==> src/vfd_pkg.sv <==
// Constants, types and command decoding for the display command decoder.
// Assumes a 20 MHz system clock; all busy figures are derived from it.
`default_nettype none
package vfd_pkg;
  // Clock rate and busy times in microseconds.
  localparam int unsigned CLK_MHZ = 20;
  localparam int unsigned T_STD_US = 40;
  localparam int unsigned T_CTRL_US = 50;
  localparam int unsigned T_LONG_US = 150;
  localparam int unsigned T_HOME_US = 500;
  localparam int unsigned T_GDATA_US = 250;
  localparam int unsigned T_AREA_US = 500;
  localparam int unsigned T_CUR_US = 20;
  localparam int unsigned T_SHIFT_US = 150;
  localparam int unsigned CYC_STD = T_STD_US * CLK_MHZ;
  localparam int unsigned CYC_CTRL = T_CTRL_US * CLK_MHZ;
  localparam int unsigned CYC_LONG = T_LONG_US * CLK_MHZ;
  localparam int unsigned CYC_HOME = T_HOME_US * CLK_MHZ;
  localparam int unsigned CYC_GDATA = T_GDATA_US * CLK_MHZ;
  localparam int unsigned CYC_AREA = T_AREA_US * CLK_MHZ;
  localparam int unsigned CYC_CUR = T_CUR_US * CLK_MHZ;
  localparam int unsigned CYC_SHIFT = T_SHIFT_US * CLK_MHZ;
  // Command codes and values.
  localparam logic [7:0] CMD_CLEAR = 8'h01;
  localparam logic [7:0] CMD_HOME = 8'h02;
  localparam logic [7:0] CMD_CUR_L = 8'h10;
  localparam logic [7:0] CMD_CUR_R = 8'h14;
  localparam logic [7:0] CMD_DSH_L = 8'h18;
  localparam logic [7:0] CMD_DSH_R = 8'h1C;
  localparam logic [7:0] CMD_BUS4 = 8'h20;
  localparam logic [7:0] CMD_BUS8 = 8'h30;
  localparam logic [7:0] DD1_LO = 8'h80;
  localparam logic [7:0] DD1_HI = 8'hA7;
  localparam logic [7:0] DD2_LO = 8'hC0;
  localparam logic [7:0] DD2_HI = 8'hE7;
  localparam logic [7:0] CMD_TOP = 8'hE8;
  localparam logic [7:0] CMD_BOT = 8'hE9;
  localparam logic [7:0] CMD_GCUR = 8'hF0;
  localparam logic [7:0] CMD_GAREA = 8'hF1;
  localparam logic [7:0] BLANK = 8'h20;
  localparam logic [7:0] UDF_END = 8'h10;
  localparam logic [1:0] BRIGHT_FULL = 2'h0;
  localparam logic [7:0] ACT_INV = 8'h49;
  localparam logic [7:0] ACT_FILL = 8'h46;
  localparam logic [7:0] ACT_CLR = 8'h43;
  localparam logic [7:0] ACT_OSET = 8'h4F;
  localparam logic [7:0] ACT_OCLR = 8'h6F;
  localparam logic [7:0] ACT_HH = 8'h48;
  localparam logic [7:0] ACT_VH = 8'h56;
  localparam logic [7:0] ACT_HV = 8'h68;
  localparam logic [7:0] ACT_VV = 8'h76;
  typedef enum logic [4:0] {OP_NONE, OP_CLEAR, OP_HOME, OP_ENTRY, OP_DCTL, OP_CUR_L,
    OP_CUR_R, OP_DSH_L, OP_DSH_R, OP_BUS4, OP_BUS8, OP_CGA, OP_DDA, OP_TOP, OP_BOT,
    OP_GCUR, OP_GAREA} op_e;
  typedef enum logic [2:0] {RX_CMD, RX_LUM, RX_GCUR, RX_AREA, RX_IMAGE} rx_e;
  typedef struct packed {
    logic [8:0] left;
    logic [4:0] top;
    logic [8:0] right;
    logic [4:0] bottom;
    logic [7:0] action;
  } area_s;
  typedef struct packed {
    logic [8:0] x;
    logic [4:0] y;
    logic [7:0] data;
    logic [7:0] mask;
    logic vertical;
  } pixel_s;
  // Classifies a command byte; anything outside the defined codes is OP_NONE.
  function automatic op_e decode(input logic [7:0] c);
    op_e r;
    r = OP_NONE;
    if (c == CMD_CLEAR) r = OP_CLEAR;
    else if (c == CMD_HOME) r = OP_HOME;
    else if (c[7:2] == 6'h01) r = OP_ENTRY;
    else if (c[7:3] == 5'h01) r = OP_DCTL;
    else if (c == CMD_CUR_L) r = OP_CUR_L;
    else if (c == CMD_CUR_R) r = OP_CUR_R;
    else if (c == CMD_DSH_L) r = OP_DSH_L;
    else if (c == CMD_DSH_R) r = OP_DSH_R;
    else if (c == CMD_BUS4) r = OP_BUS4;
    else if (c == CMD_BUS8) r = OP_BUS8;
    else if (c[7:6] == 2'h1) r = OP_CGA;
    else if ((c >= DD1_LO && c <= DD1_HI) || (c >= DD2_LO && c <= DD2_HI)) r = OP_DDA;
    else if (c == CMD_TOP) r = OP_TOP;
    else if (c == CMD_BOT) r = OP_BOT;
    else if (c == CMD_GCUR) r = OP_GCUR;
    else if (c == CMD_GAREA) r = OP_GAREA;
    return r;
  endfunction
endpackage
`default_nettype wire

==> src/vfd_cmd_decoder.sv <==
// Command decoder of a 280x32 dot display with an LCD compatible command set.
// Host pins arrive asynchronously and are synchronised; one 20 MHz clock.
// How it works
// - Select low marks a command byte, select high a data or parameter byte.
// - Busy rises when a byte is taken and falls when the next may come.
// - Reset selects 8-bit bus, blanks display memory, zeroes address, full brightness.
// - Data read returns display memory byte at the address counter, or glyph memory byte at the glyph address.
// - Status read gives busy in bit 7 and cursor position in bits 0-6.
// - Clear blanks display memory, zeroes counter, sets increment, drops shift.
// - Home zeroes counter and shift offset, with the longest command busy period.
// - Entry bit 1 picks counter increment or decrement after data access.
// - Entry bit 0 shifts the display with each data access.
// - Auto shift lengthens the data write busy time.
// - Display control bit 2 turns display on, bit 0 the block cursor.
// - An enabled cursor lengthens command and data busy times outside graphics mode.
// - Cursor left and right move the counter by exactly one.
// - Display shift left or right moves content one place, long busy.
// - Bus width 4 takes bytes as two upper nibble writes, high first.
// - Bus width commands take a brightness byte with select high.
// - Bus width 8 takes one write per byte on all lines.
// - Glyph address commands steer later data writes into glyph memory.
// - Display address codes pick line pair; two codes pick top or bottom area.
// - Extended commands enter graphics mode with its text and cursor limits.
// - Any valid LCD command leaves graphics mode and restores memory writes.
// - Graphic cursor takes x and y bytes as an absolute pixel position.
// - Area command takes four edges and an action letter, with long busy for area actions only.
// - Image letters pick byte and cursor direction; bytes stay inside, masked.
`timescale 1ns/1ns
`default_nettype none
module vfd_cmd_decoder #(
  parameter int unsigned HOME_CYC = vfd_pkg::CYC_HOME,
  parameter int unsigned GDATA_CYC = vfd_pkg::CYC_GDATA,
  parameter int unsigned AREA_CYC = vfd_pkg::CYC_AREA
) (
  // Clock and reset.
  input wire logic clk_sys_i,
  input wire logic sys_rst_i,
  // Host pins.
  input wire logic enable_i,
  input wire logic register_select_i,
  input wire logic read_not_write_i,
  input wire logic [7:0] data_i,
  output logic [7:0] data_o,
  output logic data_oe_n_o,
  output logic busy_o,
  // Display state.
  output logic display_on_o,
  output logic cursor_on_o,
  output logic graphics_mode_o,
  output logic bus_4bit_o,
  output logic [1:0] brightness_o,
  output logic [6:0] addr_counter_o,
  output logic area_bottom_o,
  output logic [6:0] display_offset_o,
  // Graphic engine requests.
  output vfd_pkg::area_s area_o,
  output logic area_go_o,
  output vfd_pkg::pixel_s image_o,
  output logic image_go_o,
  output logic [7:0] text_o,
  output logic text_go_o
);
  logic [10:0] sync1;
  logic [10:0] sync2;
  logic e_d;
  logic nib_seen;
  logic [3:0] nib_hi;
  logic [15:0] busy_cnt;
  logic [15:0] next_busy;
  logic clr_active;
  logic [7:0] clr_idx;
  logic inc;
  logic auto_shift;
  logic cursor_en;
  logic cg_sel;
  logic [5:0] cg_addr;
  vfd_pkg::rx_e rx_state;
  logic [2:0] pcnt;
  logic [8:0] gx;
  logic [4:0] gy;
  logic img_vdata;
  logic img_vmove;
  logic [7:0] dd [0:255];
  logic [7:0] cg [0:63];

  // Two flip-flops on every host pin before any logic looks at it.
  always_ff @(posedge clk_sys_i) begin
    sync1 <= {enable_i, register_select_i, read_not_write_i, data_i};
    sync2 <= sync1;
    e_d <= sync2[10];
  end

  wire logic rs_s = sync2[9];
  wire logic rw_s = sync2[8];
  wire logic [7:0] d_s = sync2[7:0];
  wire logic wr_edge = e_d & ~sync2[10] & ~rw_s;
  wire logic rd_edge = ~e_d & sync2[10] & rw_s;
  wire logic byte_ok = wr_edge & (~bus_4bit_o | nib_seen);
  wire logic [7:0] byte_val = bus_4bit_o ? {nib_hi, d_s[7:4]} : d_s;
  // Writes during busy are dropped; the host is expected to poll first.
  wire logic accept = byte_ok & ~busy_o;
  wire logic cmd_go = accept & ~rs_s;
  wire logic par_go = accept & rs_s & (rx_state != vfd_pkg::RX_CMD);
  wire logic dat_go = accept & rs_s & (rx_state == vfd_pkg::RX_CMD);
  wire vfd_pkg::op_e op = vfd_pkg::decode(byte_val);
  wire logic lcd_op = op != vfd_pkg::OP_NONE && op != vfd_pkg::OP_GCUR
    && op != vfd_pkg::OP_GAREA;
  wire logic area_act = byte_val inside {vfd_pkg::ACT_INV, vfd_pkg::ACT_FILL,
    vfd_pkg::ACT_CLR, vfd_pkg::ACT_OSET, vfd_pkg::ACT_OCLR};
  wire logic img_act = byte_val inside {vfd_pkg::ACT_HH, vfd_pkg::ACT_VH,
    vfd_pkg::ACT_HV, vfd_pkg::ACT_VV};
  wire logic [3:0] step_x = img_vdata ? 4'h1 : 4'h8;
  wire logic [3:0] step_y = img_vdata ? 4'h8 : 4'h1;
  wire logic [9:0] nx = {1'b0, gx} + {6'h00, step_x};
  wire logic [5:0] ny = {1'b0, gy} + {2'h0, step_y};

  function automatic logic [6:0] step(input logic [6:0] a, input logic up);
    return up ? 7'(a + 7'h01) : 7'(a - 7'h01);
  endfunction

  // Keeps only the pixels that still lie inside the area edge.
  function automatic logic [7:0] edge_mask(input logic [9:0] rem);
    return (rem >= 10'h008) ? 8'hFF : 8'(8'hFF << (4'h8 - rem[3:0]));
  endfunction

  // In 4-bit mode the high nibble is held until the low one arrives.
  always_ff @(posedge clk_sys_i) begin
    if (sys_rst_i || !bus_4bit_o) begin
      nib_seen <= 1'b0;
      nib_hi <= 4'h0;
    end else if (wr_edge) begin
      nib_seen <= ~nib_seen;
      if (!nib_seen) nib_hi <= d_s[7:4];
    end
  end

  // Busy length of the byte being taken, with cursor and shift extras.
  always_comb begin
    next_busy = 16'(vfd_pkg::CYC_STD);
    if (cmd_go) begin
      unique case (op)
        vfd_pkg::OP_CLEAR, vfd_pkg::OP_DSH_L, vfd_pkg::OP_DSH_R:
          next_busy = 16'(vfd_pkg::CYC_LONG);
        vfd_pkg::OP_HOME: next_busy = 16'(HOME_CYC);
        vfd_pkg::OP_DCTL: next_busy = 16'(vfd_pkg::CYC_CTRL);
        default: next_busy = 16'(vfd_pkg::CYC_STD);
      endcase
    end else if (par_go && rx_state == vfd_pkg::RX_AREA && pcnt == 3'h4 && area_act) begin
      next_busy = 16'(vfd_pkg::CYC_STD + AREA_CYC);
    end else if (dat_go && graphics_mode_o) begin
      next_busy = 16'(GDATA_CYC);
    end else if (dat_go && auto_shift) begin
      next_busy = 16'(vfd_pkg::CYC_STD + vfd_pkg::CYC_SHIFT);
    end
    if (cursor_en && !graphics_mode_o && (cmd_go || dat_go))
      next_busy = 16'(next_busy + 16'(vfd_pkg::CYC_CUR));
  end

  // Busy counter; reset starts busy for the blanking pass.
  always_ff @(posedge clk_sys_i) begin
    if (sys_rst_i) begin
      busy_o <= 1'b1;
      busy_cnt <= 16'(vfd_pkg::CYC_LONG - 1);
    end else if (accept) begin
      busy_o <= 1'b1;
      busy_cnt <= 16'(next_busy - 16'h0001);
    end else if (busy_cnt != 16'h0000) begin
      busy_cnt <= 16'(busy_cnt - 16'h0001);
    end else begin
      busy_o <= 1'b0;
    end
  end

  // Blanking pass, one location a cycle, well inside the clear busy time.
  always_ff @(posedge clk_sys_i) begin
    if (sys_rst_i) begin
      clr_active <= 1'b1;
      clr_idx <= 8'h00;
    end else if (cmd_go && op == vfd_pkg::OP_CLEAR) begin
      clr_active <= 1'b1;
      clr_idx <= 8'h00;
    end else if (clr_active) begin
      clr_idx <= 8'(clr_idx + 8'h01);
      if (clr_idx == 8'hFF) clr_active <= 1'b0;
    end
  end

  // Memory writes; graphics mode keeps text out of both memories.
  always_ff @(posedge clk_sys_i) begin
    if (clr_active) dd[clr_idx] <= vfd_pkg::BLANK;
    else if (dat_go && !graphics_mode_o && !cg_sel)
      dd[{area_bottom_o, addr_counter_o}] <= byte_val;
    if (dat_go && !graphics_mode_o && cg_sel) cg[cg_addr] <= byte_val;
  end

  // Read port: status or memory byte, driven while the host reads.
  always_ff @(posedge clk_sys_i) begin
    if (sys_rst_i) begin
      data_o <= 8'h00;
      data_oe_n_o <= 1'b1;
    end else begin
      data_oe_n_o <= ~(sync2[10] & rw_s);
      if (rd_edge && !rs_s) data_o <= {busy_o, addr_counter_o};
      else if (rd_edge)
        data_o <= cg_sel ? cg[cg_addr] : dd[{area_bottom_o, addr_counter_o}];
    end
  end

  // The cursor shows only outside graphics mode.
  always_ff @(posedge clk_sys_i) begin
    if (sys_rst_i) cursor_on_o <= 1'b0;
    else cursor_on_o <= cursor_en & ~graphics_mode_o;
  end

  // Command, parameter and data execution.
  always_ff @(posedge clk_sys_i) begin
    if (sys_rst_i) begin
      rx_state <= vfd_pkg::RX_CMD;
      pcnt <= 3'h0;
      addr_counter_o <= 7'h00;
      bus_4bit_o <= 1'b0;
      brightness_o <= vfd_pkg::BRIGHT_FULL;
      inc <= 1'b1;
      auto_shift <= 1'b0;
      display_on_o <= 1'b1;
      cursor_en <= 1'b0;
      graphics_mode_o <= 1'b0;
      display_offset_o <= 7'h00;
      cg_sel <= 1'b0;
      cg_addr <= 6'h00;
      area_bottom_o <= 1'b0;
      gx <= 9'h000;
      gy <= 5'h00;
      img_vdata <= 1'b0;
      img_vmove <= 1'b0;
      area_o <= '0;
      image_o <= '0;
      text_o <= 8'h00;
      area_go_o <= 1'b0;
      image_go_o <= 1'b0;
      text_go_o <= 1'b0;
    end else begin
      area_go_o <= 1'b0;
      image_go_o <= 1'b0;
      text_go_o <= 1'b0;
      if (cmd_go && op != vfd_pkg::OP_NONE) begin
        rx_state <= vfd_pkg::RX_CMD;
        pcnt <= 3'h0;
        if (lcd_op) graphics_mode_o <= 1'b0;
        unique case (op)
          vfd_pkg::OP_CLEAR: begin
            addr_counter_o <= 7'h00;
            inc <= 1'b1;
            display_offset_o <= 7'h00;
            cg_sel <= 1'b0;
          end
          vfd_pkg::OP_HOME: begin
            addr_counter_o <= 7'h00;
            display_offset_o <= 7'h00;
            cg_sel <= 1'b0;
          end
          vfd_pkg::OP_ENTRY: begin
            inc <= byte_val[1];
            auto_shift <= byte_val[0];
          end
          vfd_pkg::OP_DCTL: begin
            display_on_o <= byte_val[2];
            cursor_en <= byte_val[0];
          end
          vfd_pkg::OP_CUR_L: addr_counter_o <= step(addr_counter_o, 1'b0);
          vfd_pkg::OP_CUR_R: addr_counter_o <= step(addr_counter_o, 1'b1);
          vfd_pkg::OP_DSH_L: display_offset_o <= step(display_offset_o, 1'b1);
          vfd_pkg::OP_DSH_R: display_offset_o <= step(display_offset_o, 1'b0);
          vfd_pkg::OP_BUS4, vfd_pkg::OP_BUS8: begin
            bus_4bit_o <= (op == vfd_pkg::OP_BUS4);
            rx_state <= vfd_pkg::RX_LUM;
          end
          vfd_pkg::OP_CGA: begin
            cg_sel <= 1'b1;
            cg_addr <= byte_val[5:0];
          end
          vfd_pkg::OP_DDA: begin
            cg_sel <= 1'b0;
            addr_counter_o <= byte_val[6:0];
          end
          vfd_pkg::OP_TOP: area_bottom_o <= 1'b0;
          vfd_pkg::OP_BOT: area_bottom_o <= 1'b1;
          vfd_pkg::OP_GCUR, vfd_pkg::OP_GAREA: begin
            graphics_mode_o <= 1'b1;
            rx_state <= (op == vfd_pkg::OP_GCUR) ? vfd_pkg::RX_GCUR : vfd_pkg::RX_AREA;
          end
          vfd_pkg::OP_NONE: ;
        endcase
      end else if (par_go) begin
        pcnt <= 3'(pcnt + 3'h1);
        unique case (rx_state)
          vfd_pkg::RX_LUM: begin
            brightness_o <= byte_val[1:0];
            rx_state <= vfd_pkg::RX_CMD;
          end
          vfd_pkg::RX_GCUR: begin
            if (pcnt == 3'h0) gx <= {1'b0, byte_val};
            else begin
              gy <= byte_val[4:0];
              rx_state <= vfd_pkg::RX_CMD;
            end
          end
          vfd_pkg::RX_AREA: begin
            unique case (pcnt)
              3'h0: area_o.left <= {1'b0, byte_val};
              3'h1: area_o.top <= byte_val[4:0];
              3'h2: area_o.right <= {1'b0, byte_val};
              3'h3: area_o.bottom <= byte_val[4:0];
              default: begin
                area_o.action <= byte_val;
                area_go_o <= area_act;
                rx_state <= img_act ? vfd_pkg::RX_IMAGE : vfd_pkg::RX_CMD;
                gx <= area_o.left;
                gy <= area_o.top;
                img_vdata <= byte_val == vfd_pkg::ACT_VH || byte_val == vfd_pkg::ACT_VV;
                img_vmove <= byte_val == vfd_pkg::ACT_HV || byte_val == vfd_pkg::ACT_VV;
              end
            endcase
          end
          vfd_pkg::RX_IMAGE: begin
            image_go_o <= 1'b1;
            image_o <= {gx, gy, byte_val, edge_mask(img_vdata
              ? 10'({5'h00, area_o.bottom} - {5'h00, gy} + 10'h001)
              : 10'({1'b0, area_o.right} - {1'b0, gx} + 10'h001)), img_vdata};
            if (!img_vmove && nx > {1'b0, area_o.right}) begin
              gx <= area_o.left;
              gy <= (ny > {1'b0, area_o.bottom}) ? area_o.top : ny[4:0];
            end else if (!img_vmove) begin
              gx <= nx[8:0];
            end else if (ny > {1'b0, area_o.bottom}) begin
              gy <= area_o.top;
              gx <= (nx > {1'b0, area_o.right}) ? area_o.left : nx[8:0];
            end else begin
              gy <= ny[4:0];
            end
          end
          vfd_pkg::RX_CMD: ;
        endcase
      end else if (dat_go && graphics_mode_o) begin
        text_o <= byte_val;
        text_go_o <= byte_val >= vfd_pkg::UDF_END;
      end else if (dat_go || (rd_edge && rs_s && !graphics_mode_o)) begin
        if (cg_sel) cg_addr <= 6'(cg_addr + 6'h01);
        else begin
          addr_counter_o <= step(addr_counter_o, inc);
          if (auto_shift) display_offset_o <= step(display_offset_o, inc);
        end
      end
    end
  end

  // Helpers that measure each busy period against its planned length.
  logic [15:0] busy_run;
  logic [15:0] busy_need;
  always_ff @(posedge clk_sys_i) begin
    if (sys_rst_i) begin
      busy_run <= 16'h0000;
      busy_need <= 16'(vfd_pkg::CYC_LONG);
    end else if (accept) begin
      busy_run <= 16'h0000; // Counts edges after the load edge, as after reset.
      busy_need <= next_busy;
    end else if (busy_o) busy_run <= 16'(busy_run + 16'h0001);
  end
endmodule // vfd_cmd_decoder
`default_nettype wire

==> config.mk <==
export PLATFORM = sky130hd
export DESIGN_NAME = vfd_cmd_decoder
export DESIGN_NICKNAME = d
export VERILOG_FILES = /design/src/vfd_pkg.sv /design/src/vfd_cmd_decoder.sv
export SDC_FILE = /design/constraint.sdc
export NUM_CORES = 2
export LEC_CHECK = 0
export BUFFER_PORTS_ARGS = -buffer_cell sky130_fd_sc_hd__buf_2
export CAP_MARGIN = 20
export CORE_ASPECT_RATIO = 1.25
export CORE_MARGIN = 2
export CORE_UTILIZATION = 35
export DETAILED_ROUTE_END_ITERATION = 7
export GPL_TIMING_DRIVEN = 1
export PLACE_DENSITY = 0.58
export SLEW_MARGIN = 0
export SYNTH_ARGS = -nofsm -noshare
export SYNTH_HDL_FRONTEND = slang
export SYNTH_SLANG_ARGS = --single-unit
==> constraint.sdc <==
create_clock -name clk_sys_i -period 24.2 [get_ports clk_sys_i]
set_clock_uncertainty 0.05 [all_clocks]
set_input_delay 2.42 -clock clk_sys_i [delete_from_list [all_inputs] [get_ports clk_sys_i]]
set_output_delay 2.42 -clock clk_sys_i [all_outputs]
set_load 0.005 [all_outputs]
---- Yosys cells after proc, flatten, opt, wreduce, memory -nomap -nowiden ----
Memory sizes are Yosys's and may differ from the RTL's. A register that Yosys moved wholly into a read port is not among the register bits.
Index checks and enable logic that the tools add are counted.
storage, ports and cells
  bits in registers ....................... 192
  output and inout bits ................... 109
  memory bits (writable) .................. 2560
  memories kept ........................... 2
  latch bits .............................. 0
  ROM bits ................................ 0
  word-level logic and storage cells ...... 342
memories
  memory  depth  width  rd ports  clocked after Yosys merged registers in  write ports  RTL line               RTL
  dd      256    8      1         0                                        1            vfd_cmd_decoder.sv:83  logic [7:0] dd [0:255];
  cg      64     8      1         1                                        1            vfd_cmd_decoder.sv:84  logic [7:0] cg [0:63];
operators by class
  equal/unequal tests ..................... 64
  shift operators ......................... 1
  multiplexer cells ....................... 94
  multipliers ............................. 0
  order comparisons ....................... 8
  add/subtract/negate cells ............... 17
  div/mod/pow operators ................... 0
  bitwise operators ....................... 27
  reductions and logical operators ........ 85
operators with widths
  cell                                                                   number
  5-bit two-way mux                                                      21
  7-bit two-way mux                                                      13
  8-bit by 7-bit == test with 1-bit output (second input constant)       9
  16-bit two-way mux                                                     4
  8-bit two-way mux                                                      7
  9-bit two-way mux                                                      6
  6-bit two-way mux                                                      8
  14-bit one-hot mux with 3 select lines                                 1
  5-bit by 4-bit == test with 1-bit output (second input constant)       8
  8-bit == test (second input constant)                                  5
  8-bit by 5-bit == test with 1-bit output (second input constant)       4
  16-bit by 1-bit subtractor with 16-bit output (second input constant)  2
  7-bit one-hot mux with 4 select lines                                  1
  9-bit one-hot mux with 3 select lines                                  1
  4-bit AND reduction                                                    6
  7-bit one-hot mux with 3 select lines                                  1
  5-bit by 3-bit == test with 1-bit output (second input constant)       4
  1-bit logical AND                                                      20
  2-bit nonzero test                                                     10
  6-bit AND reduction                                                    3
  16-bit by 9-bit adder with 16-bit output (second input constant)       1
  8-bit by 6-bit == test with 1-bit output (second input constant)       2
  8-bit greater-or-equal comparator (second input constant)              2
  8-bit less-or-equal comparator (second input constant)                 2
  64 further kinds                                                       155

---- Logic depth before layout (Yosys ltp) ----
  word-level depth ........................ 26
  depth in mapped cells ................... 17
  depth with buffers taken out ............ 15

---- Worst setup path after synthesis ----
OpenSTA, ideal clock, no wires.
  path type ............................... register to register
  start ................................... register sync2[10]
  end ..................................... memory dd[0][0], data pin
  data arrival time ....................... 8037 ps
  stages on the path, launching flop included .. 10
  slack ................................... 14720 ps
  setup time .............................. 1393 ps
  buffers on the path ..................... 3
  cell sequence ........................... dfxtp_1 > or3b_1 > buf_6 > or3_1 > buf_2 > nor2_2 > nand2_1 > or3_1 > clkbuf_1 > nor2_1
between the ends
  longest elaborated chain between the ends .. 14
ends and longest elaborated chain
  element                                  RTL line                RTL
  start: declaration                       vfd_cmd_decoder.sv:64   logic [10:0] sync2;
  start signal: assignment                 vfd_cmd_decoder.sv:89   sync2 <= sync1;
  1-bit inverter                           vfd_cmd_decoder.sv:96   wire logic wr_edge = e_d & ~sync2[10] & ~rw_s;
  1-bit AND (2 in series)                  vfd_cmd_decoder.sv:96
  1-bit AND                                vfd_cmd_decoder.sv:98   wire logic byte_ok = wr_edge & (~bus_4bit_o | nib_seen);
  1-bit AND                                vfd_cmd_decoder.sv:101  wire logic accept = byte_ok & ~busy_o;
  1-bit AND (2 in series)                  vfd_cmd_decoder.sv:104  wire logic dat_go = accept & rs_s & (rx_state == vfd_pkg::RX_CMD);
  1-bit logical AND (2 in series)          vfd_cmd_decoder.sv:191  else if (dat_go && !graphics_mode_o && !cg_sel)
  1-bit two-way mux                        vfd_cmd_decoder.sv:191
  1-bit two-way mux                        vfd_cmd_decoder.sv:190  if (clr_active) dd[clr_idx] <= vfd_pkg::BLANK;
  1-bit two-way mux (not written as such)  vfd_cmd_decoder.sv:192  dd[{area_bottom_o, addr_counter_o}] <= byte_val;
  8-bit OR reduction (no line)             --
  8-bit two-way mux (no line)              --
  end: declaration                         vfd_cmd_decoder.sv:83
Every way passes these cells.

---- Worst setup path after layout ----
  start ................................... register addr_counter_o[0]
  end ..................................... register data_o[6]
between the ends
  longest elaborated chain between the ends .. 4
ends and longest elaborated chain
  element                   RTL line                RTL
  start: declaration        vfd_cmd_decoder.sv:52   output logic [6:0] addr_counter_o,
  start signal: assignment  vfd_cmd_decoder.sv:270  vfd_pkg::OP_CUR_L: addr_counter_o <= step(addr_counter_o, 1'b0);
  start signal: assignment  vfd_cmd_decoder.sv:271  vfd_pkg::OP_CUR_R: addr_counter_o <= step(addr_counter_o, 1'b1);
  start signal: assignment  vfd_cmd_decoder.sv:284  addr_counter_o <= byte_val[6:0];
  memory 256 x 8 bit        --
  8-bit two-way mux         vfd_cmd_decoder.sv:205  data_o <= cg_sel ? cg[cg_addr] : dd[{area_bottom_o, addr_counter_o}];
  8-bit two-way mux         vfd_cmd_decoder.sv:204  else if (rd_edge)
  8-bit two-way mux         vfd_cmd_decoder.sv:203  if (rd_edge && !rs_s) data_o <= {busy_o, addr_counter_o};
  end signal: assignment    vfd_cmd_decoder.sv:203
  end signal: assignment    vfd_cmd_decoder.sv:205
  end: declaration          vfd_cmd_decoder.sv:43   output logic [7:0] data_o,
Every way passes these cells. The select of a mux whose other input is x is not followed.
A chain may end at the register's enable or synchronous reset.

==> results.rst <==
.. list-table::
   :header-rows: 1

   * - Metric
     - Value
   * - Hold-fix buffer count after cts
     - 0
   * - Global-route wire length before repair
     - 430 mm
   * - Number of DRC violations after detailed-routing iteration 0
     - 6,015
   * - Part of the Yosys area used for sequential elements
     - 0.734
   * - Final total power
     - 9.46 mW
   * - Die area
     - 0.319 mm2
   * - Maximum capacitance violations
     - 0
   * - Post-Route Setup TNS
     - 0 ns
   * - First-pass iteration count of the detailed router
     - 7
   * - Proportion of synthesized flip-flops having asynchronous set or reset
     - 0
   * - Pre-CTS WS
     - 17.52 ns
   * - Top routing layer used
     - met5
   * - Routed length per instance
     - 29.1 um
   * - Crit. End Element
     - register
   * - Area of the multi-input gates
     - 0.0278 mm2
   * - Relative max-transition margin
     - 0.174
   * - Crit-path slowest cell
     - sky130_fd_sc_hd__dfxtp_4
   * - Post-DP HPWL
     - 187 mm
   * - Syn Area/Cell
     - 19.1 um2
   * - VDD IR max
     - 56.8 uV
   * - Count of instances resized after the clock tree is built
     - 0
   * - Count of cell types in the netlist
     - 104
   * - Most used cell along the critical path
     - sky130_fd_sc_hd__buf_4
   * - Met2 wire length
     - 148 mm
   * - Via count of the first global-routing pass
     - 57,800
   * - Met1 wire length
     - 118 mm
   * - Reg area
     - 0.0809 mm2
   * - Insertion delay to the later sink of the worst-skew pair
     - 0.89 ns
   * - Routed via count
     - 57,400
   * - Number of buffer cells added on primary ports
     - 119
   * - Pin count of the biggest net entering global routing
     - 217
   * - Worst slew pin tran
     - 1.24 ns
   * - Post-layout instance count excluding filler cells
     - 10,300
   * - Effective utilization at floorplan
     - 0.351
   * - Number of nets in the layout
     - 6,016
   * - Final Critical Period
     - 6.45 ns
   * - Number of buffers on the longest clock path
     - 4
   * - Remaining antenna violation count after routing
     - 0
   * - Total power density per cell area
     - 76.0 mW/mm2
   * - Warnings, synthesis
     - 0
   * - Global route total overflow
     - 0
   * - Pleak
     - 35.1 nW
   * - Setup ws final
     - 17.75 ns
   * - Result of the run
     - finished, final reports clean
   * - Cell area after layout
     - 0.125 mm2
   * - DR DRC count
     - 0
   * - Master cell of the clock root buffer
     - sky130_fd_sc_hd__clkbuf_16
   * - Netlist Area Pre-Place
     - 0.110 mm2
   * - Critical-path maximum fanout
     - 84
   * - CTS tree
     - built
   * - Endpoints failing hold
     - 0
   * - Critical path data required time
     - 24.90 ns
   * - Crit path launch type
     - register
   * - Syn-to-layout area delta
     - 13.0%
   * - Total I/O pin count
     - 122
   * - Setup repair after global routing missed its margin
     - no
   * - # placed instances
     - 9,838
   * - GRT Resource Usage Total
     - 0.184
   * - Initial antenna violation count
     - 7
   * - Share of layout cells above drive strength 1
     - 0.240
   * - Routability congestion estimate
     - 0.874
   * - Final Cycle Share
     - 0.267
   * - CTS buffer count
     - 273
   * - Gate count after technology mapping
     - 5,757
   * - Postcts setup bufs
     - 0
   * - Met3 wirelength from detailed routing
     - 22.2 mm
   * - Placed Area
     - 0.116 mm2
   * - Highest Clock Rate
     - 155 MHz
   * - Sink Count
     - 2,758
   * - Top FF cell, synth
     - sky130_fd_sc_hd__edfxtp_1
   * - Number of enable flip-flop cells after synthesis
     - 2,560
   * - H-tree levels
     - 5
   * - Startpoint-to-endpoint class of the critical path
     - register to register
   * - Per-cell via count in the routed design
     - 5.55
   * - Yosys reg bits
     - 2,758
   * - Core Region
     - 0.314 mm2
   * - CP max stage delay
     - 0.86 ns
   * - Count of final max-slew check failures
     - 0
   * - Signal arrival time at the worst endpoint
     - 7.16 ns
   * - Sum of routed wire length over all layers
     - 301 mm
   * - Clock transition time at the flip-flop clock pins of the worst setup and hold paths
     - 0.06 ns
   * - Cell breakdown of the critical path
     - buf_4 -> buf_12 -> buf_4 -> buf_4 -> mux4_2 -> mux4_2 -> a21o_1 -> a31oi_1 -> nor3_1 -> a2111oi_0 -> o21ai_0
   * - Overall die width
     - 506 um
   * - Number of standard-cell rows in the floorplan
     - 230
   * - Layout filler cell count
     - 28,000
   * - Hold Path Class
     - register to register
   * - Endpoints failing setup
     - 0
   * - Die height
     - 631 um
[layout by cell type, fill, tap and decap left out, drive strengths merged, types with 14 or more instances in the layout]
cell type     n
edfxtp     2560
mux4        741
nor2        549
clkbuf      355
buf         254
nand2       249
dfxtp       198
o21ai       116
mux2i       107
a21oi       106
clkinv       91
a211oi       84
inv          79
ha           58
nand3        54
nor3         49
xnor2        28
a221oi       27
a22oi        27
o22ai        24
a31oi        23
nor2b        20
o211ai       20
xor2         19
nand2b       19
bufinv       18
nor4         17
nand4        17
nand3b       15
a32oi        14
[final timing paths]
check	slack, ns	start	end	cells past startpoint
min	0.28	sync1[2]	sync2[2]	0
max	17.75	addr_counter_o[0]	data_o[6]	11
min reg2reg	0.28	sync1[2]	sync2[2]	0
max reg2reg	17.75	addr_counter_o[0]	data_o[6]	11
[kinds of logic (layout without fill, tap and decap cells)]
family,count (synthesis),count (layout),share of synthesized area
AOI/OAI and AO/OA,557,557,0.0347
xor gates and xnor gates,48,48,0.00394
adders and majority gates,60,60,0.00695
buffers and inverters,415,807,0.0157
DFF,2758,2758,0.734
muxes,859,859,0.163
other,1,9,0.0000340
and+or+nand+nor,1059,1059,0.0425
[through the flow]
step,hold WS [ns],utilization
after floorplan,0.260,-
after global routing,0.290,0.397
after CTS,0.283,0.397
final,0.282,0.397
after global placement,0.268,0.369
after detailed placement,0.262,0.369
[cells in the mapped netlist (all sizes together) (49+ instances only)]
library cell	instances	area, um2
a21oi	106	538
buf	139	689
a211oi	84	631
nor2	549	2060
inv	67	251
ha	58	726
o21ai	116	581
clkbuf	206	773
nand2	249	945
dfxtp	198	3960
nand3	54	270
mux2i	107	1090
mux4	741	16700
edfxtp	2560	76900
nor3	49	272
[power breakdown]
| group | switching [mW] | total (mW) | leakage, nW | internal [mW] |
|---|---|---|---|---|
| Combinational | 0.0929 | 0.125 | 8.15 | 0.0324 |
| Sequential | 0.00854 | 5.16 | 22.8 | 5.15 |
| Clock | 1.80 | 4.17 | 4.20 | 2.37 |
| Total | 1.90 | 9.46 | 35.1 | 7.55 |
[registers in the layout, indices dropped and copies added, names as in the netlist, 9 cells and up, named ones only]
name      cells
area_o       34
sync1        11
busy_cnt     16
sync2        11
image_o      31
gx            9
dd         2048
cg          512
[layout make-up]
cell class / count / area share
Timing Repair Buffer: 255 / 0.0141
Inverter: 70 / 0.00217
Sequential cell: 2758 / 0.649
Tap cell: 4176 / 0.0420
Clock inverter: 128 / 0.00919
Multi-Input combinational cell: 2585 / 0.223
Clock buffer: 354 / 0.0598
Antenna cell: 7 / 0.000141
[layer usage]
metal,GRT usage,vias up
li1,-,23800
met1,0.240,30500
met2,0.306,2474
met3,0.0342,528
met4,0.0725,4
met5,0,-
[worst max-delay path, delay by kind of cell, from the launching register on]
family	cells	cell delay, ns
simple gates	1	0.08
mux	2	1.12
buf+inv	4	2.89
compound gates	4	1.12
flops	1	0.86
Note: power is estimated with default switching activity, not from simulation.
